File: src/shared/efm_map.svh
// Purpose: Constants of the encoder fault monitor: offsets, fields, resets, timing
// Assumes: Included by bare name; definitions only
// Notes: Byte addresses on a 32-bit register port
//
// Overview of operation
// - Optional trips (wire break, phase error, supply failure) each gated by a trip enable, except sine/cosine wire break, which is never gated.
// - Hardware wire break on A, B or Z ignored while that line's termination is off.
// - After reset the Z termination is off, so Z wire break is disabled.
// - Servo incremental: count versus commutation mismatch for 10 samples trips.
// - Sine/cosine with comms: read link once per second, 10 mismatches trip.
// - Resetting fault codes 1 to 8 re-initialises the encoder, autoconfig if selected.
// - Drive reset clears fault status to zero.
// - Incremental and servo types report hardware wire break as code 2.
// - Sine/cosine wire break when sin squared plus cos squared below 0.25V pp level.
// - Broken serial link shows as check error (code 5) or timeout (code 4).
// - Supply monitor: start bit must be one, supply bit zero, else code 5 or 6.
// - Module identity written at power-up, up to 599, zero with an empty slot.
// - With a module fitted the identity shows its identification code.
// - Save stores the option code; a different one at power-up raises slot mismatch.
// - After category change defaults appear but stay unsaved until a save.
// - Software version read-only, 00.00 to 99.99, written at power-up.
// - Fault status is read-only 0 to 255 holding the fault code.
`ifndef EFM_MAP_SVH
`define EFM_MAP_SVH
`define EFM_A_ID 8'h00
`define EFM_A_SWVER 8'h04
`define EFM_A_FAULT 8'h08
`define EFM_A_CTRL 8'h0c
`define EFM_A_CMD 8'h10
`define EFM_A_STATUS 8'h14
`define EFM_A_IRQ_STAT 8'h18
`define EFM_A_IRQ_EN 8'h1c
`define EFM_A_IRQ_CLR 8'h20
`define EFM_CTRL_RESET 32'h0000_1730
`define EFM_CTRL_TYPE 2:0
`define EFM_CTRL_TERM 6:4
`define EFM_CTRL_TRIP 10:8
`define EFM_CTRL_SSIMON 12
`define EFM_CTRL_AUTOCFG 13
`define EFM_CTRL_MASK 32'h0000_3777
`define EFM_CMD_FRESET 0
`define EFM_CMD_SAVE 1
`define EFM_TRIP_WB 0
`define EFM_TRIP_PH 1
`define EFM_TRIP_PSU 2
`define EFM_FC_SHORT 8'h01
`define EFM_FC_WIRE 8'h02
`define EFM_FC_SCPH 8'h03
`define EFM_FC_TMO 8'h04
`define EFM_FC_CHK 8'h05
`define EFM_FC_PSU 8'h06
`define EFM_FC_REINIT_MAX 8'h08
`define EFM_PHASE_SAMPLES 4'ha
`define EFM_PHASE_DEG 10
`define EFM_WB_PP_UV 250000
`define EFM_CLK_NS 10
`define EFM_CHECK_NS 1000000000
`define EFM_LINK_TMO_NS 20000
`endif

File: src/shared/efm_pkg.sv
// Purpose: Types of the encoder fault monitor
// Assumes: Constants live in efm_map.svh
// Notes: Encoder type order fixes the control field encoding
`default_nettype none
package efm_pkg;
   typedef enum logic [2:0] {
      quadrature_type,
      freq_dir_type,
      fwd_rev_type,
      quadrature_commutation_type,
      sincos_type,
      sincos_commutation_type,
      sincos_synchronous_serial_type
   } efm_enc_t;
   typedef enum logic [0:0] {
      LK_IDLE,
      LK_BITS
   } efm_link_st_t;
endpackage : efm_pkg
`default_nettype wire
File: src/hw/efm_monitor.sv
// Purpose: Encoder fault supervision: wire break, phase error, serial link checks
// Assumes: sample_en, positions and sine/cosine levels come from logic on clk
// Notes: First fault latches until a fault reset or drive reset
//
// Implementation choices: the plain strobed port and the address map.
`include "efm_map.svh"
`default_nettype none
module efm_monitor #(
   parameter int unsigned POS_W = 16,
   parameter int unsigned ADC_W = 12,
   parameter int unsigned UV_PER_LSB = 1000,
   parameter int unsigned CHECK_CYCLES = `EFM_CHECK_NS / `EFM_CLK_NS,
   parameter logic [15:0] MODULE_ID = 16'h0123, // Arbitrary value
   parameter logic [15:0] SW_VERSION = 16'h0100 // Arbitrary value
) (
   input wire logic clk,
   input wire logic rst_b,
   input wire logic [7:0] reg_addr,
   input wire logic [31:0] reg_wdata,
   input wire logic reg_wr,
   input wire logic reg_rd,
   output logic [31:0] reg_rdata,
   input wire logic sample_en,
   input wire logic [POS_W-1:0] inc_pos,
   input wire logic [POS_W-1:0] comm_pos,
   input wire logic [POS_W-1:0] analog_pos,
   input wire logic signed [ADC_W-1:0] sin_lvl,
   input wire logic signed [ADC_W-1:0] cos_lvl,
   input wire logic wb_a_pin,
   input wire logic wb_b_pin,
   input wire logic wb_z_pin,
   input wire logic psu_short_pin,
   input wire logic link_clk,
   input wire logic link_data,
   input wire logic slot_fitted_pin,
   input wire logic [15:0] nv_code_in,
   output logic [2:0] term_en,
   output logic link_req,
   output logic enc_reinit,
   output logic autocfg_req,
   output logic nv_save,
   output logic [15:0] nv_code_out,
   output logic slot_mismatch_trip,
   output logic [7:0] fault_code,
   output logic irq
);
   // ----------------------------------------
   // Derived constants
   // ----------------------------------------
   localparam int unsigned FB = POS_W + 2;
   localparam int unsigned TMO = `EFM_LINK_TMO_NS / `EFM_CLK_NS;
   localparam int unsigned PK = `EFM_WB_PP_UV / 2 / UV_PER_LSB;
   localparam logic [2*ADC_W:0] WB_MIN = (2*ADC_W+1)'(PK * PK);
   localparam logic [POS_W-1:0] PH_TOL = POS_W'((`EFM_PHASE_DEG * (64'd1 << POS_W)) / 360);
   localparam int SW = $clog2(CHECK_CYCLES);
   localparam int TW = $clog2(TMO);
   localparam int BW = $clog2(FB);

   function automatic logic [POS_W-1:0] pos_dist(input logic [POS_W-1:0] a, input logic [POS_W-1:0] b);
      logic [POS_W-1:0] d;
      d = a - b;
      pos_dist = d[POS_W-1] ? POS_W'(-d) : d;
   endfunction

   // ----------------------------------------
   // Pin synchronisers
   // ----------------------------------------
   logic [6:0] sy1_q, sy2_q;
   always_ff @(posedge clk) begin
      if (!rst_b) begin
         sy1_q <= 7'h00;
         sy2_q <= 7'h00;
      end else begin
         sy1_q <= {slot_fitted_pin, link_data, link_clk, psu_short_pin, wb_z_pin, wb_b_pin, wb_a_pin};
         sy2_q <= sy1_q;
      end
   end
   wire logic [2:0] wb_s = sy2_q[2:0];
   wire logic short_s = sy2_q[3];
   wire logic lclk_s = sy2_q[4];
   wire logic ldat_s = sy2_q[5];
   wire logic fitted_s = sy2_q[6];

   // ----------------------------------------
   // Registers and commands
   // ----------------------------------------
   logic [31:0] ctrl_q;
   logic [2:0] irq_stat_q, irq_en_q;
   logic [1:0] init_q;
   logic [15:0] ident_q, swver_q;
   logic unsaved_q, slot_mm_q;
   logic [7:0] fault_q;
   wire logic wr_ctrl = reg_wr && reg_addr == `EFM_A_CTRL;
   wire logic wr_cmd = reg_wr && reg_addr == `EFM_A_CMD;
   wire logic f_reset = wr_cmd && reg_wdata[`EFM_CMD_FRESET];
   wire logic save = wr_cmd && reg_wdata[`EFM_CMD_SAVE];
   wire logic capture = init_q == 2'h2;
   wire logic [15:0] ident_d = fitted_s ? MODULE_ID : 16'h0000;
   wire logic mm_d = nv_code_in != ident_d;
   efm_pkg::efm_enc_t etype;
   assign etype = efm_pkg::efm_enc_t'(ctrl_q[`EFM_CTRL_TYPE]);
   wire logic [2:0] trip_en = ctrl_q[`EFM_CTRL_TRIP];

   always_ff @(posedge clk) begin
      if (!rst_b) begin
         ctrl_q <= `EFM_CTRL_RESET;
      end else if (capture && mm_d) begin
         ctrl_q <= `EFM_CTRL_RESET;
      end else if (wr_ctrl) begin
         ctrl_q <= reg_wdata & `EFM_CTRL_MASK;
      end
   end
   assign term_en = ctrl_q[`EFM_CTRL_TERM];

   // Straps are read only once they have crossed both synchroniser stages
   always_ff @(posedge clk) begin
      if (!rst_b) begin
         init_q <= 2'h0;
         ident_q <= 16'h0000;
         swver_q <= 16'h0000;
      end else if (init_q != 2'h3) begin
         init_q <= init_q + 2'h1;
         if (capture) begin
            ident_q <= ident_d;
            swver_q <= SW_VERSION;
         end
      end
   end

   always_ff @(posedge clk) begin
      if (!rst_b) begin
         unsaved_q <= 1'b0;
         slot_mm_q <= 1'b0;
         nv_save <= 1'b0;
         nv_code_out <= 16'h0000;
      end else begin
         nv_save <= save;
         if (save) begin
            nv_code_out <= ident_q;
            unsaved_q <= 1'b0;
            slot_mm_q <= 1'b0;
         end else if (capture && mm_d) begin
            unsaved_q <= 1'b1;
            slot_mm_q <= 1'b1;
         end
      end
   end
   assign slot_mismatch_trip = slot_mm_q;

   // ----------------------------------------
   // Incremental wire break and phase check
   // ----------------------------------------
   wire logic hw_type = etype == efm_pkg::quadrature_type || etype == efm_pkg::freq_dir_type ||
      etype == efm_pkg::fwd_rev_type || etype == efm_pkg::quadrature_commutation_type ||
      etype == efm_pkg::sincos_commutation_type;
   wire logic servo = etype == efm_pkg::quadrature_commutation_type ||
      etype == efm_pkg::sincos_commutation_type;
   wire logic sc_type = etype == efm_pkg::sincos_type || etype == efm_pkg::sincos_commutation_type ||
      etype == efm_pkg::sincos_synchronous_serial_type;
   wire logic ssi_type = etype == efm_pkg::sincos_synchronous_serial_type;
   wire logic hw_wb = hw_type && trip_en[`EFM_TRIP_WB] && |(wb_s & term_en);

   logic [3:0] ph_cnt_q;
   wire logic ph_bad = pos_dist(inc_pos, comm_pos) > PH_TOL;
   wire logic ph_trip = servo && sample_en && ph_bad && ph_cnt_q == `EFM_PHASE_SAMPLES - 4'h1;
   always_ff @(posedge clk) begin
      if (!rst_b || f_reset) begin
         ph_cnt_q <= 4'h0;
      end else if (sample_en) begin
         if (servo && ph_bad && ph_cnt_q != `EFM_PHASE_SAMPLES) begin
            ph_cnt_q <= ph_cnt_q + 4'h1;
         end else if (!(servo && ph_bad)) begin
            ph_cnt_q <= 4'h0;
         end
      end
   end

   // Squares are formed combinationally; width keeps the full sum
   wire logic [2*ADC_W-1:0] sin_sq = (2*ADC_W)'(sin_lvl * sin_lvl);
   wire logic [2*ADC_W-1:0] cos_sq = (2*ADC_W)'(cos_lvl * cos_lvl);
   wire logic [2*ADC_W:0] sq_sum = {1'b0, sin_sq} + {1'b0, cos_sq};
   wire logic sc_wb = sc_type && sample_en && sq_sum < WB_MIN;

   // ----------------------------------------
   // Once-per-second serial position read
   // ----------------------------------------
   logic [SW-1:0] sec_q;
   wire logic sec_tick = sec_q == SW'(CHECK_CYCLES - 1);
   always_ff @(posedge clk) begin
      if (!rst_b || sec_tick) begin
         sec_q <= '0;
      end else begin
         sec_q <= sec_q + SW'(1);
      end
   end

   efm_pkg::efm_link_st_t lk_q;
   logic [BW-1:0] bit_q;
   logic [TW-1:0] tmo_q;
   logic [FB-1:0] sh_q;
   logic lclk_prev_q, reinit_q;
   wire logic lrise = lclk_s && !lclk_prev_q;
   wire logic last_bit = lk_q == efm_pkg::LK_BITS && lrise && bit_q == BW'(FB - 1);
   wire logic lk_tmo = lk_q == efm_pkg::LK_BITS && !last_bit && tmo_q == TW'(TMO - 1);
   wire logic [FB-1:0] frame = {sh_q[FB-2:0], ldat_s};
   wire logic [POS_W-1:0] fpos = frame[POS_W:1];
   wire logic st_bad = last_bit && !frame[FB-1];
   wire logic ssimon = ctrl_q[`EFM_CTRL_SSIMON];
   wire logic par_bad = last_bit && !ssimon && (^fpos != frame[0]);
   wire logic psu_bad = last_bit && ssimon && frame[0] && trip_en[`EFM_TRIP_PSU];
   wire logic f_ok = last_bit && !st_bad && !par_bad && !psu_bad;
   wire logic lk_start = lk_q == efm_pkg::LK_IDLE && ssi_type && fault_q == 8'h00 && (sec_tick || reinit_q);

   always_ff @(posedge clk) begin
      if (!rst_b) begin
         lk_q <= efm_pkg::LK_IDLE;
         bit_q <= '0;
         tmo_q <= '0;
         sh_q <= '0;
         lclk_prev_q <= 1'b0;
      end else begin
         lclk_prev_q <= lclk_s;
         case (lk_q)
            efm_pkg::LK_IDLE: begin
               if (lk_start) begin
                  lk_q <= efm_pkg::LK_BITS;
                  bit_q <= '0;
                  tmo_q <= '0;
               end
            end
            efm_pkg::LK_BITS: begin
               tmo_q <= tmo_q + TW'(1);
               if (lrise) begin
                  sh_q <= frame;
                  bit_q <= bit_q + BW'(1);
               end
               if (last_bit || lk_tmo) begin
                  lk_q <= efm_pkg::LK_IDLE;
               end
            end
            default: lk_q <= efm_pkg::LK_IDLE;
         endcase
      end
   end
   assign link_req = lk_q == efm_pkg::LK_BITS;

   logic [3:0] sc_cnt_q;
   wire logic sc_bad = pos_dist(fpos, analog_pos) > PH_TOL;
   wire logic sc_trip = f_ok && sc_bad && trip_en[`EFM_TRIP_PH] && sc_cnt_q == `EFM_PHASE_SAMPLES - 4'h1;
   always_ff @(posedge clk) begin
      if (!rst_b || f_reset) begin
         sc_cnt_q <= 4'h0;
      end else if (f_ok) begin
         sc_cnt_q <= sc_bad ? sc_cnt_q + 4'h1 : 4'h0;
      end
   end

   // ----------------------------------------
   // Fault status
   // ----------------------------------------
   logic [7:0] det;
   always_comb begin
      det = 8'h00;
      if (short_s) begin
         det = `EFM_FC_SHORT;
      end else if (hw_wb || sc_wb || (ph_trip && trip_en[`EFM_TRIP_PH])) begin
         det = `EFM_FC_WIRE;
      end else if (sc_trip) begin
         det = `EFM_FC_SCPH;
      end else if (lk_tmo) begin
         det = `EFM_FC_TMO;
      end else if (st_bad || par_bad) begin
         det = `EFM_FC_CHK;
      end else if (psu_bad) begin
         det = `EFM_FC_PSU;
      end
   end
   wire logic f_set = det != 8'h00 && (fault_q == 8'h00 || f_reset);

   // A new fault in the clearing cycle wins over the clear
   always_ff @(posedge clk) begin
      if (!rst_b) begin
         fault_q <= 8'h00;
      end else if (f_set) begin
         fault_q <= det;
      end else if (f_reset) begin
         fault_q <= 8'h00;
      end
   end
   assign fault_code = fault_q;

   wire logic reinit = f_reset && fault_q != 8'h00 && fault_q <= `EFM_FC_REINIT_MAX;
   always_ff @(posedge clk) begin
      if (!rst_b) begin
         reinit_q <= 1'b0;
         enc_reinit <= 1'b0;
         autocfg_req <= 1'b0;
      end else begin
         reinit_q <= reinit;
         enc_reinit <= reinit;
         autocfg_req <= reinit && ctrl_q[`EFM_CTRL_AUTOCFG];
      end
   end

   // ----------------------------------------
   // Interrupts and read port
   // ----------------------------------------
   wire logic [2:0] ev = {f_ok, capture && mm_d, f_set};
   wire logic [2:0] clr = (reg_wr && reg_addr == `EFM_A_IRQ_CLR) ? reg_wdata[2:0] : 3'h0;
   always_ff @(posedge clk) begin
      if (!rst_b) begin
         irq_stat_q <= 3'h0;
         irq_en_q <= 3'h0;
      end else begin
         irq_stat_q <= (irq_stat_q & ~clr) | ev;
         if (reg_wr && reg_addr == `EFM_A_IRQ_EN) begin
            irq_en_q <= reg_wdata[2:0];
         end
      end
   end
   assign irq = |(irq_stat_q & irq_en_q);

   always_ff @(posedge clk) begin
      if (!rst_b) begin
         reg_rdata <= 32'h0000_0000;
      end else if (reg_rd) begin
         case (reg_addr)
            `EFM_A_ID: reg_rdata <= {16'h0000, ident_q};
            `EFM_A_SWVER: reg_rdata <= {16'h0000, swver_q};
            `EFM_A_FAULT: reg_rdata <= {24'h000000, fault_q};
            `EFM_A_CTRL: reg_rdata <= ctrl_q;
            `EFM_A_STATUS: reg_rdata <= {29'h0, link_req, unsaved_q, slot_mm_q};
            `EFM_A_IRQ_STAT: reg_rdata <= {29'h0, irq_stat_q};
            `EFM_A_IRQ_EN: reg_rdata <= {29'h0, irq_en_q};
            default: reg_rdata <= 32'h0000_0000;
         endcase
      end else begin
         reg_rdata <= 32'h0000_0000;
      end
   end
endmodule // efm_monitor
`default_nettype wire

File: config.mk
export PLATFORM = sky130hd
export DESIGN_NAME = efm_monitor
export DESIGN_NICKNAME = d
export VERILOG_FILES = /design/src/shared/efm_pkg.sv /design/src/hw/efm_monitor.sv
export VERILOG_INCLUDE_DIRS = /design/src /design/src/shared
export SDC_FILE = /design/constraint.sdc
export NUM_CORES = 1
export LEC_CHECK = 0
export BUFFER_PORTS_ARGS = -buffer_cell sky130_fd_sc_hd__buf_2
export CAP_MARGIN = 10
export CORE_AREA = 10 10 229 231
export CTS_CLUSTER_SIZE = 24
export DETAILED_ROUTE_END_ITERATION = 8
export DIE_AREA = 0 0 239 241
export MAX_ROUTING_LAYER = met4
export PLACE_DENSITY_LB_ADDON = 0.12
export SLEW_MARGIN = 20
export SYNTH_ARGS = -nofsm -noshare
export SYNTH_HDL_FRONTEND = slang
export SYNTH_SLANG_ARGS = --single-unit
File: constraint.sdc
create_clock -name clk -period 10.97 [get_ports clk]
set_clock_uncertainty 0.15 [all_clocks]
set_input_delay 1.097 -clock clk [delete_from_list [all_inputs] [get_ports clk]]
set_output_delay 1.097 -clock clk [all_outputs]
set_load 0.02 [all_outputs]
==> flow_metrics.tcl <==
set metrics [dict create \
    synth_simple_gate_area_share 0.179 \
    worst_setup_path_startpoint "sin_lvl[11]" \
    synth-compound-area-share 0.121 \
    cp_max_fo 12 \
    place_hpwl_mm 35.4 \
    rsz0062_at_grt "no" \
    hold_slack_ns 0.279 \
    fin_crit_ns 9.54 \
    async_reset_ff_frac 0 \
    cts.clk_slew.worst_paths_ns 0.06 \
    worst_setup_path_end_kind "flop" \
    num_io_pins 205 \
    grt_antenna_before_repair 1 \
    finalMaxSlewViolations 0 \
    clock.fmax_ghz 0.105 \
    synth.yosys.warnings 0 \
    grt_first_pass_wirelength_mm 71.9 \
    hold_buffers 0 \
    postCtsResizedCells 0 \
    start_util 0.397 \
    cts_tree "yes" \
    clock_latency_ns 0.41 \
    synth-edff-count 0 \
    max-clock-path-buffers 2 \
    fp-row-count 80 \
    routed_via_density 4.97 \
    result_of_the_run "finished, final reports clean" \
    die-width_um 239 \
    largest_net_degree_at_the_start_of_global_routing 45 \
    die-area_um2 57600 \
    critical_path_arrival_ns 9.72 \
    grt_remaining_overflow 0 \
    cts_post_setup_buffers_inserted 0 \
    drv.max_cap_violation_count 0 \
    slowest_delay_ns 0.68 \
    worst_hold_startpoint "sy1_q[2]$_SDFF_PN0_" \
    via_count 14900 \
    final.setup.tns_ns 0 \
    ys.flop_type "sky130_fd_sc_hd__dfxtp_1" \
    worst-r2r-setup-slack_ns 6.41 \
    grt.total_usage 0.152 \
    avgSynthCellArea_um2 8.35 \
    detailedRoute.firstIterationViolations 599 \
    synthDominantCellAreaShare 0.261 \
    reg2regPathDepth 16 \
    synth_sequential_area_ratio 0.132 \
    cts-htree-levels 4 \
    synth_top_cell_by_area "sky130_fd_sc_hd__fa_1" \
    final_antenna_net_count 0 \
    numClockSinks 124 \
    synth.distinct_cells 90 \
    worst_r2r_startpoint "sh_q[0]$_SDFFE_PN0P_" \
    floorplan.core_area_um2 47500 \
    ys_top_cells_by_count "sky130_fd_sc_hd__inv_1 (434), sky130_fd_sc_hd__fa_1 (246), sky130_fd_sc_hd__nand2_1 (200)" \
    critical-path-top-cell-by-count "sky130_fd_sc_hd__inv_1" \
    worstSetupStartpointType "primary input" \
    detail_route.wirelength_mm 42.1 \
    critical_path_required_ns 11.14 \
    netlist_instances 2260 \
    cts_buffers 17 \
    post_synthesis_sequential_element_count 124 \
    setup_violations 0 \
    final_layout_size_suffix_gt1_frac 0.0963 \
    critical_path.slowest_cell "sky130_fd_sc_hd__a2111oi_0" \
    synthMuxAreaShare 0.00769 \
    post_synth_main_area_contributors "sky130_fd_sc_hd__fa_1 (26%), sky130_fd_sc_hd__dfxtp_1 (13%), sky130_fd_sc_hd__ha_1 (12%), sky130_fd_sc_hd__inv_1 (8.6%), sky130_fd_sc_hd__xnor2_1 (4.4%)" \
    cts_root_buf "sky130_fd_sc_hd__clkbuf_16" \
    dp_cells 2960 \
    post-synth-top-count-cell "sky130_fd_sc_hd__inv_1" \
    gp_routability_congestion 0.876 \
    measured_slew_at_the_worst_slew_check_pin_ns 0.976 \
    drt_first_pass_iters 6 \
    syn_area_um2 18900 \
    via_count_of_the_first_global_routing_pass 15400 \
    yosys.area_share.adder 0.379 \
    min-delay-path-class "flop to flop" \
    final-instance-count-excl-fill 2993 \
    synth_top_family_by_area "adder cells" \
    timing.final.hold_violations 0 \
    floorplan.die.height_um 241 \
    drc_errors 0 \
    max-slew-margin-rel 0.349 \
    crit_type "primary input to flop" \
    hold_depth 1 \
    area_delta_synth_final_pct 9.34 \
    min_period_over_period 0.870 \
    layout_nets 2928 \
    post_synth_xor_area_fraction 0.0654 \
    detailed_route_wire_length_per_cell_um 14.1 \
    place.port_buffers 145 \
]
## stage by stage
step,setup slack [ns],instance area (um^2),util
floorplan,2.50,19000,-
CTS,1.41,20600,0.434
detailed placement,1.04,20000,0.420
global placement,1.15,20000,0.420
finish,1.43,20600,0.434
global route,0.883,20600,0.434
## area by class of cell
| cell class | instances | area [um^2] |
|---|---|---|
| fillers | 4792 | 26900 |
| multi-input cells | 1637 | 14300 |
| flip-flops and latches | 124 | 2480 |
| inverters | 435 | 1630 |
| well taps | 615 | 769 |
| repair buffers | 149 | 756 |
| clock buffers | 17 | 425 |
| clock inverters | 15 | 214 |
| diodes | 1 | 2.50 |
## critical path: cells and delay by family
| kind | cells | cell delay (ns) |
|---|---|---|
| XOR/XNOR | 1 | 0.15 |
| buffers and inverters | 7 | 0.77 |
| AND/OR/NAND/NOR | 4 | 0.90 |
| adder cells (fa/ha/maj) | 7 | 3.25 |
| AO/OA/AOI/OAI | 13 | 3.54 |
## state kept, by name, indices dropped and copies added (netlist names), 2 cells and up
name        count
sc_cnt_q        4
sec_q          27
fault_code      3
ph_cnt_q        4
sy1_q           7
reg_rdata      11
tmo_q          11
bit_q           5
irq_en_q        3
sy2_q           7
irq_stat_q      3
ctrl_q         11
init_q          2
sh_q           17
## routing by layer
layer	wire (um)	vias up	track usage
met5	0	-	-
met3	1100	28	0.0173
li1	-	7395	-
met4	339	0	0.0241
met2	21500	188	0.268
met1	19200	7270	0.187
## cell families (layout without fill, tap and decap cells)
kind of cell / count (synthesis) / in the layout
AOI/OAI and AO/OA: 338 / 338
xor gates and xnor gates: 140 / 140
adders and majority gates: 424 / 424
buffers and inverters: 536 / 616
DFF: 124 / 124
muxes: 14 / 14
other: 1 / 39
and+or+nand+nor: 683 / 683
## layout by cell type, fill, tap and decap left out, types with 45 or more instances in the layout
master                      n
sky130_fd_sc_hd__and2_1    87
sky130_fd_sc_hd__buf_2    145
sky130_fd_sc_hd__a21oi_1  116
sky130_fd_sc_hd__inv_1    434
sky130_fd_sc_hd__dfxtp_1  124
sky130_fd_sc_hd__nor2_1   146
sky130_fd_sc_hd__ha_1     178
sky130_fd_sc_hd__nand2_1  200
sky130_fd_sc_hd__fa_1     246
sky130_fd_sc_hd__nand3_1   60
sky130_fd_sc_hd__xnor2_1   94
sky130_fd_sc_hd__xor2_1    45
## path summary, 6_finish.rpt
| check | endpoint |
|---|---|
| setup / recovery | fault_code[1]$_SDFFE_PN0P_ |
| hold / removal | sy2_q[2]$_SDFF_PN0_ |
| setup reg to reg | irq_stat_q[0]$_SDFF_PN0_ |
| hold reg to reg | sy2_q[2]$_SDFF_PN0_ |
Power is left out: the tool's default activity adds up to more than one toggle a clock period on the data nets, which glitch-free logic cannot reach.
